## config.mk

```make
export PLATFORM = sky130hd
export DESIGN_NAME = fmm_alu
export DESIGN_NICKNAME = d
export VERILOG_FILES = /design/src/shared/fmm_pkg.sv /design/src/rtl/fmm_alu.sv
export VERILOG_INCLUDE_DIRS = /design/src /design/src/shared
export SDC_FILE = /design/constraint.sdc
export NUM_CORES = 2
export LEC_CHECK = 0
export BUFFER_PORTS_ARGS = -buffer_cell sky130_fd_sc_hd__buf_4
export CORE_MARGIN = 2
export CORE_UTILIZATION = 50
export DETAILED_ROUTE_END_ITERATION = 8
export GPL_TIMING_DRIVEN = 1
export PLACE_DENSITY_LB_ADDON = 0.1
export SLEW_MARGIN = 20
export SYNTH_ARGS = -nofsm -noshare
export SYNTH_HDL_FRONTEND = slang
export SYNTH_SLANG_ARGS = --single-unit
```

## constraint.sdc

```tcl
create_clock -name clk -period 8.4 [get_ports clk]
set_input_delay 1.26 -clock clk [delete_from_list [all_inputs] [get_ports clk]]
set_output_delay 1.26 -clock clk [all_outputs]
set_load 0.005 [all_outputs]
```

## src/shared/fmm_alu_map.svh

```systemverilog
`ifndef FMM_ALU_MAP_SVH
`define FMM_ALU_MAP_SVH

// Register bus word offsets
`define FMM_OFS_CTRL 4'h0
`define FMM_OFS_DEST 4'h4
`define FMM_OFS_SRC 4'h8
`define FMM_OFS_FLAGS 4'hc
// Control word fields
`define FMM_CTRL_OP_LSB 0
`define FMM_CTRL_OP_MSB 3
`define FMM_CTRL_WC 4
`define FMM_CTRL_WZ 5
`define FMM_CTRL_IMM 6
`define FMM_CTRL_CCODE_LSB 8
`define FMM_CTRL_CCODE_MSB 11
`define FMM_CTRL_ZCODE_LSB 12
`define FMM_CTRL_ZCODE_MSB 15
`define FMM_CTRL_LIT_LSB 16
`define FMM_CTRL_LIT_MSB 24
`define FMM_CTRL_GO 31
// Flags word fields
`define FMM_FLAG_Z 0
`define FMM_FLAG_C 1
`define FMM_FLAG_BUSY 2
// Codes that force a flag
`define FMM_FORCE_LOW_CODE 4'h0
`define FMM_FORCE_HIGH_CODE 4'hf
// Codes that copy or compare flags
`define FMM_COPY_CARRY_CODE 4'hc
`define FMM_INV_CARRY_CODE 4'h3
`define FMM_COPY_ZERO_CODE 4'ha
`define FMM_C_EQ_Z_CODE 4'h9
// Multiply latency in cycles
`define FMM_MUL_CYCLES 2'h2
`define FMM_LIT_W 9

`endif

```

## src/shared/fmm_pkg.sv

```systemverilog
package fmm_pkg;

  typedef enum logic [3:0] {
    FMM_OP_NONE,
    FMM_OP_CARRY_MODIFY,
    FMM_OP_ZERO_FLAG_MODIFY,
    FMM_OP_BOTH_FLAGS_MODIFY,
    FMM_OP_COPY,
    FMM_OP_UNSIGNED_PRODUCT,
    FMM_OP_SIGNED_PRODUCT,
    FMM_OP_CARRY_BIT_MERGE,
    FMM_OP_INVERTED_CARRY_MERGE,
    FMM_OP_NIBBLE_MERGE,
    FMM_OP_BITPAIR_MERGE
  } fmm_op_t;

  typedef enum logic [1:0] {
    FMM_IDLE,
    FMM_MULT,
    FMM_DONE
  } fmm_phase_t;

  typedef struct packed {
    logic [31:0] ctrl;
    logic [31:0] dest;
    logic [31:0] src;
    logic carry;
    logic zero;
    fmm_phase_t phase;
    logic [1:0] mcount;
    logic [31:0] product;
    logic [31:0] rdata;
    logic rvalid;
  } fmm_state_t;

  typedef struct packed {
    logic [3:0] address;
    logic read;
    logic write;
    logic [31:0] writedata;
    logic [3:0] byteenable;
  } fmm_avl_req_t;

endpackage : fmm_pkg

```

## src/rtl/fmm_alu.sv

```systemverilog
// Local design decisions: the Avalon-MM register port and the register addresses.
`timescale 1ns/1ps
`default_nettype none
`include "fmm_alu_map.svh"

////////////////////////////////////////////////////////////////////////////
// What this block does
// - Each flag has its own 4-bit code field that defines its new value.
// - New flag is the code bit indexed by {carry, zero}.
// - Carry changes only with carry write, zero only with zero write.
// - Code 0000 forces the flag low.
// - Code 1111 forces the flag high.
// - 1100 copies carry, 0011 gives inverse carry.
// - 1010 copies zero, 0101 gives inverse zero.
// - 1000 is carry and zero, 0100 is carry and not zero.
// - 0010 is not carry and zero, 0001 neither flag set.
// - 1110 is carry or zero, 1101 is carry or not zero.
// - 1011 is not carry or zero, 0111 is not carry or not zero.
// - 1001 sets on carry equal zero, 0110 on carry differing.
// - Comparison names reuse the same codes.
// - Zero-first names encode like carry-first names.
// - One 16-entry evaluator serves flag modify and conditions.
// - Copy writes source; carry is source bit 31, zero on zero result.
// - Unsigned multiply of low 16 bits gives full 32-bit product.
// - Both multiplies complete within two clock cycles.
// - Signed multiply treats low 16 bits as two's complement.
// - Multiply zero flag set when the whole 32-bit dest or source value is zero.
// - Carry merge puts carry or inverse into masked destination bits.
// - Merge flags: carry is odd parity, zero on all-zero result.
// - Nibble merge copies non-zero source nibbles; flags unchanged.
// - Bit-pair merge copies non-zero source pairs; flags unchanged.
module fmm_alu (
  input wire logic clk,
  input wire logic reset,
  input wire logic [3:0] avs_address,
  input wire logic avs_read,
  input wire logic avs_write,
  input wire logic [31:0] avs_writedata,
  input wire logic [3:0] avs_byteenable,
  output logic [31:0] avs_readdata,
  output logic avs_waitrequest,
  input wire logic [3:0] cond_code,
  output logic cond_true
);

  fmm_pkg::fmm_state_t st;
  fmm_pkg::fmm_state_t next_st;
  fmm_pkg::fmm_op_t op;
  fmm_pkg::fmm_avl_req_t req;
  logic [31:0] src_val;
  logic [3:0] ccode;
  logic [3:0] zcode;
  logic wc;
  logic wz;
  logic go;
  logic [31:0] res;
  logic res_c;
  logic res_z;
  logic do_c;
  logic do_z;
  logic [31:0] prod_u;
  logic [31:0] prod_s;
  logic wb;
  logic wr_ok;
  logic mod_c;

  ////////////////////////////////////////////////////////////////////////
  // Shared flag evaluator, also used for execution conditions
  function automatic logic fmm_eval(input logic [3:0] code,
                                    input logic c, input logic z);
    fmm_eval = code[{c, z}];
  endfunction : fmm_eval

  function automatic logic [31:0] fmm_lane(input logic [31:0] wr,
                                           input logic [31:0] old,
                                           input logic [3:0] be);
    integer i;
    fmm_lane = old;
    for (i = 0; i < 4; i++) begin
      if (be[i]) begin
        fmm_lane[i*8 +: 8] = wr[i*8 +: 8];
      end
    end
  endfunction : fmm_lane

  assign cond_true = fmm_eval(cond_code, st.carry, st.zero);

  ////////////////////////////////////////////////////////////////////////
  // Operand decode
  assign req = '{avs_address, avs_read, avs_write, avs_writedata,
                 avs_byteenable};
  assign op = fmm_pkg::fmm_op_t'(
    st.ctrl[`FMM_CTRL_OP_MSB:`FMM_CTRL_OP_LSB]);
  assign ccode = st.ctrl[`FMM_CTRL_CCODE_MSB:`FMM_CTRL_CCODE_LSB];
  assign zcode = st.ctrl[`FMM_CTRL_ZCODE_MSB:`FMM_CTRL_ZCODE_LSB];
  assign wc = st.ctrl[`FMM_CTRL_WC];
  assign wz = st.ctrl[`FMM_CTRL_WZ];
  assign go = st.ctrl[`FMM_CTRL_GO];
  assign src_val = st.ctrl[`FMM_CTRL_IMM] ?
    {{(32-`FMM_LIT_W){1'b0}},
     st.ctrl[`FMM_CTRL_LIT_MSB:`FMM_CTRL_LIT_LSB]} : st.src;

  assign prod_u = st.dest[15:0] * src_val[15:0];
  assign prod_s = $signed(st.dest[15:0]) * $signed(src_val[15:0]);

  // Writeback at the end of the done step or the last multiply step
  assign wb = st.phase == fmm_pkg::FMM_DONE ||
              (st.phase == fmm_pkg::FMM_MULT &&
               st.mcount + 2'h1 >= `FMM_MUL_CYCLES);
  // Register writes only while nothing is pending
  assign wr_ok = st.phase == fmm_pkg::FMM_IDLE && !go;
  assign mod_c = wb && do_c && (op == fmm_pkg::FMM_OP_CARRY_MODIFY ||
                                op == fmm_pkg::FMM_OP_BOTH_FLAGS_MODIFY);

  ////////////////////////////////////////////////////////////////////////
  // Result and flag datapath
  always_comb begin
    res = st.dest;
    res_c = st.carry;
    res_z = st.zero;
    do_c = 1'b0;
    do_z = 1'b0;
    case (op)
      fmm_pkg::FMM_OP_CARRY_MODIFY: begin
        res_c = fmm_eval(ccode, st.carry, st.zero);
        do_c = wc;
      end
      fmm_pkg::FMM_OP_ZERO_FLAG_MODIFY: begin
        res_z = fmm_eval(zcode, st.carry, st.zero);
        do_z = wz;
      end
      fmm_pkg::FMM_OP_BOTH_FLAGS_MODIFY: begin
        res_c = fmm_eval(ccode, st.carry, st.zero);
        res_z = fmm_eval(zcode, st.carry, st.zero);
        do_c = wc;
        do_z = wz;
      end
      fmm_pkg::FMM_OP_COPY: begin
        res = src_val;
        res_c = src_val[31];
        res_z = (src_val == 32'h0000_0000);
        do_c = wc;
        do_z = wz;
      end
      fmm_pkg::FMM_OP_UNSIGNED_PRODUCT,
      fmm_pkg::FMM_OP_SIGNED_PRODUCT: begin
        res = st.product;
        res_z = (st.dest == 32'h0000_0000) ||
                (src_val == 32'h0000_0000);
        do_z = wz;
      end
      fmm_pkg::FMM_OP_CARRY_BIT_MERGE,
      fmm_pkg::FMM_OP_INVERTED_CARRY_MERGE: begin
        res = (st.dest & ~src_val) |
              (src_val & {32{st.carry ^
               (op == fmm_pkg::FMM_OP_INVERTED_CARRY_MERGE)}});
        res_c = ^res;
        res_z = (res == 32'h0000_0000);
        do_c = wc;
        do_z = wz;
      end
      fmm_pkg::FMM_OP_NIBBLE_MERGE: begin
        for (int n = 0; n < 8; n++) begin
          if (src_val[n*4 +: 4] != 4'h0) begin
            res[n*4 +: 4] = src_val[n*4 +: 4];
          end
        end
      end
      fmm_pkg::FMM_OP_BITPAIR_MERGE: begin
        for (int n = 0; n < 16; n++) begin
          if (src_val[n*2 +: 2] != 2'h0) begin
            res[n*2 +: 2] = src_val[n*2 +: 2];
          end
        end
      end
      default: begin
        res = st.dest;
      end
    endcase
  end

  ////////////////////////////////////////////////////////////////////////
  // Sequencer and Avalon slave
  always_comb begin
    next_st = st;
    next_st.rvalid = 1'b0;
    case (st.phase)
      fmm_pkg::FMM_IDLE: begin
        if (go) begin
          if (op == fmm_pkg::FMM_OP_UNSIGNED_PRODUCT ||
              op == fmm_pkg::FMM_OP_SIGNED_PRODUCT) begin
            next_st.phase = fmm_pkg::FMM_MULT;
            next_st.mcount = 2'h1;
            next_st.product = (op == fmm_pkg::FMM_OP_SIGNED_PRODUCT) ?
                              prod_s : prod_u;
          end else begin
            next_st.phase = fmm_pkg::FMM_DONE;
          end
        end
      end
      fmm_pkg::FMM_MULT: begin
        next_st.mcount = st.mcount + 2'h1;
        if (wb) begin
          // Product latched on entry, so it retires like any other op
          next_st.phase = fmm_pkg::FMM_IDLE;
        end
      end
      fmm_pkg::FMM_DONE: begin
        next_st.phase = fmm_pkg::FMM_IDLE;
      end
      default: begin
        next_st.phase = fmm_pkg::FMM_IDLE;
      end
    endcase
    if (wb) begin
      next_st.dest = res;
      if (do_c) begin
        next_st.carry = res_c;
      end
      if (do_z) begin
        next_st.zero = res_z;
      end
      next_st.ctrl[`FMM_CTRL_GO] = 1'b0;
      next_st.mcount = 2'h0;
    end
    // Bus writes are held off while an instruction is in flight
    if (req.write && wr_ok) begin
      case (req.address)
        `FMM_OFS_CTRL: next_st.ctrl = fmm_lane(req.writedata, st.ctrl,
                                               req.byteenable);
        `FMM_OFS_DEST: next_st.dest = fmm_lane(req.writedata, st.dest,
                                               req.byteenable);
        `FMM_OFS_SRC: next_st.src = fmm_lane(req.writedata, st.src,
                                             req.byteenable);
        `FMM_OFS_FLAGS: begin
          if (req.byteenable[0]) begin
            next_st.carry = req.writedata[`FMM_FLAG_C];
            next_st.zero = req.writedata[`FMM_FLAG_Z];
          end
        end
        default: next_st.ctrl = st.ctrl;
      endcase
    end else if (req.read && !st.rvalid) begin
      case (req.address)
        `FMM_OFS_CTRL: next_st.rdata = st.ctrl;
        `FMM_OFS_DEST: next_st.rdata = st.dest;
        `FMM_OFS_SRC: next_st.rdata = st.src;
        `FMM_OFS_FLAGS: begin
          next_st.rdata = 32'h0000_0000;
          next_st.rdata[`FMM_FLAG_C] = st.carry;
          next_st.rdata[`FMM_FLAG_Z] = st.zero;
          next_st.rdata[`FMM_FLAG_BUSY] = go;
        end
        default: next_st.rdata = 32'h0000_0000;
      endcase
      next_st.rvalid = 1'b1;
    end
  end

  always_ff @(posedge clk) begin
    if (reset) begin
      st <= '0;
    end else begin
      st <= next_st;
    end
  end

  assign avs_readdata = st.rdata;
  // Writes land at the edge that sees waitrequest low
  assign avs_waitrequest = (avs_read && !st.rvalid) ||
                           (avs_write && !wr_ok);
endmodule : fmm_alu

`default_nettype wire

```

==> metrics.md <==
| Metric | Value |
|---|---|
| Result of the run | `finished clean` |
| Post_cts resized | `0` |
| Routed vias/inst | `5.88` |
| Worst min path class | `flip-flop to flip-flop` |
| Routing layer with the top usage in global route | `met2` |
| Endpoint of the most critical setup path | `st[62]` |
| Vias in the first global route | `21.4k` |
| Most frequent CP cell | `sky130_fd_sc_hd__fa_1` |
| CTS sink cnt | `about 170` |
| Critical-path cell with the highest stage delay | `sky130_fd_sc_hd__dfxtp_1` |
| Cts bufs inserted | `17` |
| Placement row count | `81` |
| Input/output buffers | `81` |
| Number of unique standard cell types used by synthesis | `between 70 and 80` |
| Delay contributed by the slowest stage of the critical path | `780 ps` |
| Post-synthesis average cell area | `8.27 µm²` |
| Path length in cells of the critical path | `22` |
| Setup clock skew after layout | `19.1 ps` |
| RR Startpoint | `st[141]` |
| Family with the most delay on the worst path | `adder cells` |
| Static leakage power | `0.0120 µW` |
| Horizontal extent of the die | `approximately 230 µm` |
| Arrival time at the worst endpoint | `8140 ps` |
| Starting Density | `between 50% and 60%` |
| Last weighted congestion value of the routability-driven placer | `1.00` |
| Setup repair after global routing missed its margin | `false` |
| Yosys synthesis warning count | `0` |
| Latest clock arrival within the worst-skew pair | `about 470 ps` |
| Number of buffer and inverter stages on the critical path | `4` |
| Worst slew margin relative to its limit | `25.2%` |
| Max Cap Viol | `0` |
| CTS tree | `yes` |
| Final WL | `81200 µm` |
| WHS Path Cells | `2` |
| Post-CTS clock slew at the launch and capture registers of the worst setup and hold paths | `70 ps` |
| Combined flip-flop and latch cell area | `between 0.003 and 0.004 mm²` |
| Final period demand of the worst path | `7790 ps` |
| Fmax | `approximately 130 MHz` |
| Fraction of layout cells with a size suffix above 1 | `7.38%` |
| Hold-fix buffer count after cts | `0` |
| R2R Path End | `st[62]` |
| Start point of the critical path | `st[141]` |
| Max FO, Critical Path | `14` |
| Most instantiated flip-flop cell in the synthesis netlist | `sky130_fd_sc_hd__dfxtp_1` |
| Die area | `between 0.05 and 0.06 mm²` |
| Post-Syn Instances | `2965` |
| Root buffer selected by CTS | `sky130_fd_sc_hd__clkbuf_16` |
| Die H | `225 µm` |
| Commonest non-fill, non-tap cell in the layout | `sky130_fd_sc_hd__inv_1` |
| Setup TNS | `0 ps` |
| Filler-free cell count of the finished design | `3562` |
| Number of enable-type register cells in the synthesized netlist | `0` |
| Final net count | `3509` |
| Remaining Overflow, GRT | `0` |
| Via count | `21.0k` |
| Filler Cells Inserted | `4692` |
| Met3 routing resource usage after global routing | `4.82%` |
| Worst endpoint required time | `8750 ps` |
| Kind of end point of the critical path | `flip-flop` |
| Maximum clock insertion buffer count | `2` |
| Core box area | `0.0486 mm²` |
| Nets in the synthesized netlist | `3547` |
| Multi-input logic area | `0.0185 mm²` |
| Final ANT Viol Nets | `0` |
| Sequential area share after synthesis | `13.6%` |
| Pwr/cell area | `68.7 mW/mm²` |
| Flip-flop and latch count after synthesis | `between 150 and 200` |
| Final number of setup-violating endpoints | `0` |
| Placed cell count | `3530` |
| Total count of max-transition violations in the final report | `0` |
| Cell breakdown of the critical path | `mux2i_2, nor2b_1, fa_1, inv_1, fa_1, inv_1, fa_1, inv_1, fa_1, fa_1, fa_1, inv_1, ha_1, a211oi_2, or3b_1, nand4_2, o21ai_2, a211o_2, o221a_4, o41ai_4, nor4_1, or3_1` |
| Hold violation count in the final report | `0` |
| Drt first pass iters | `6` |
| Leading cell types in the layout, fill and taps excluded | `sky130_fd_sc_hd__inv_1 (481), sky130_fd_sc_hd__nand2_1 (379), sky130_fd_sc_hd__fa_1 (366), sky130_fd_sc_hd__a21oi_1 (173), sky130_fd_sc_hd__ha_1 (168)` |
| HPWL Detailed | `64600 µm` |
| Aggregate global-route resource usage | `32.9%` |
| Area growth from synthesis to layout | `6.59%` |
| Antenna violations before repair | `1` |
| I/O Pins | `82` |
| Reg2reg path depth | `22` |
| Met2 Resource Use GR | `54.9%` |
| Setup slack of the most critical reg-to-reg path | `approximately 600 ps` |
| Maximum number of pins on one net before global-route repair | `111` |
| Met1 Usage GRT | `42.2%` |
| Type of origin of the critical path | `flip-flop` |
| Number of remaining DRC errors | `0` |
| Final clock period utilization by the worst path | `92.7%` |
| Total number of H-tree levels | `4` |
| Routed wire per std cell | `22.8 µm` |
| Global-route wire length before repair | `126000 µm` |
| Final antenna diode count | `0` |
| Netlist Area Pre-Place | `0.0245 mm²` |
| Critical path start-end classification | `flip-flop to flip-flop` |
| Iteration-0 DRC count of the detailed router | `1669` |
| Share of flip-flops with an asynchronous set or reset | `0%` |
| Maximum vdd ir drop | `0.000140 V` |
| Number of buffers inserted by post-CTS setup repair | `0` |
| Tightest Pin Transition | `1120 ps` |
[power by group]
part | internal, µW | leakage, µW | total, µW | switching (µW)
Sequential | 797 | 0.00135 | 811 | 14.3
Clock | 426 | 0.000278 | 809 | 383
Combinational | 61.2 | 0.0104 | 175 | 114
Total | 1280 | 0.0120 | 1790 | 511
[synth_stat cells, drive strengths merged (16+ instances only)]
cell type	instances	area [µm²]
nor3	40	205
a21o	20	150
nand2b	24	150
o21ai	151	759
xnor2	58	508
mux2i	66	661
xor2	21	184
and2	104	651
nor4	16	100
a211oi	52	395
inv	481	1810
nor2b	34	213
nor2	129	484
buf	44	289
ha	168	2100
a21oi	173	866
nand2	379	1420
fa	366	7330
dfxtp	167	3340
a221oi	17	149
clkbuf	159	597
nand3	108	541
[how the worst min path moves through the flow]
stage,to,startpoint,slack (ps)
floorplan,avs_readdata[3],avs_readdata[3],430
global placement,avs_readdata[25],avs_readdata[25],440
detailed placement,avs_readdata[19],avs_readdata[19],450
CTS,avs_readdata[19],avs_readdata[19],460
global route,avs_readdata[21],avs_readdata[21],470
finish,avs_readdata[19],avs_readdata[19],450
[through the flow]
step                hold slack (ps)  instance area [µm²]  power (µW)  worst slack [ps]  util [%]
floorplan                       432                24500         924               882         -
global placement                441                25500        1000               870      52.5
detailed placement              446                25500        1000               763      52.5
CTS                             456                26100        1800               718      53.7
global route                    475                26100        1840               344      53.7
finish                          454                26100        1790               611      53.7
[layer usage]
| layer | wire length [µm] | share of wire, % |
|---|---|---|
| met4 | 3940 | 4.8 |
| met3 | 5710 | 7.0 |
| met5 | 0 | 0 |
| met1 | 32400 | 40 |
| met2 | 39100 | 48 |
[sequential cells by signal, indices dropped and copies added, names as in the netlist]
name and count:
avs_readdata 32, go 1, op 4, st 126, ccode 4
[final cells by class]
cell class                 instances  area share, %
timing repair buffer             146           4.21
tap                              622           2.98
clock inverter                    13          0.536
inverter                         482           6.92
sequential                       167           12.8
multi-input combinational       2113           70.9
clock buffer                      19           1.69
[cell families after synthesis]
| kind of cell | Yosys count | share of synthesized area [%] |
|---|---|---|
| adders and majority gates | 534 | 38.5 |
| buffers and inverters | 685 | 11.0 |
| AOI/OAI and AO/OA | 539 | 13.8 |
| DFF | 167 | 13.6 |
| muxes | 80 | 3.61 |
| xor gates and xnor gates | 79 | 2.82 |
| and+or+nand+nor | 881 | 16.7 |
[worst min-delay path, delay by kind of cell (launching register included)]
family / cells / cell delay (ps)
flip-flops: 1 / 310
AO/OA/AOI/OAI: 1 / 50
AND/OR/NAND/NOR: 1 / 50
(Power assumes the default switching activity.)
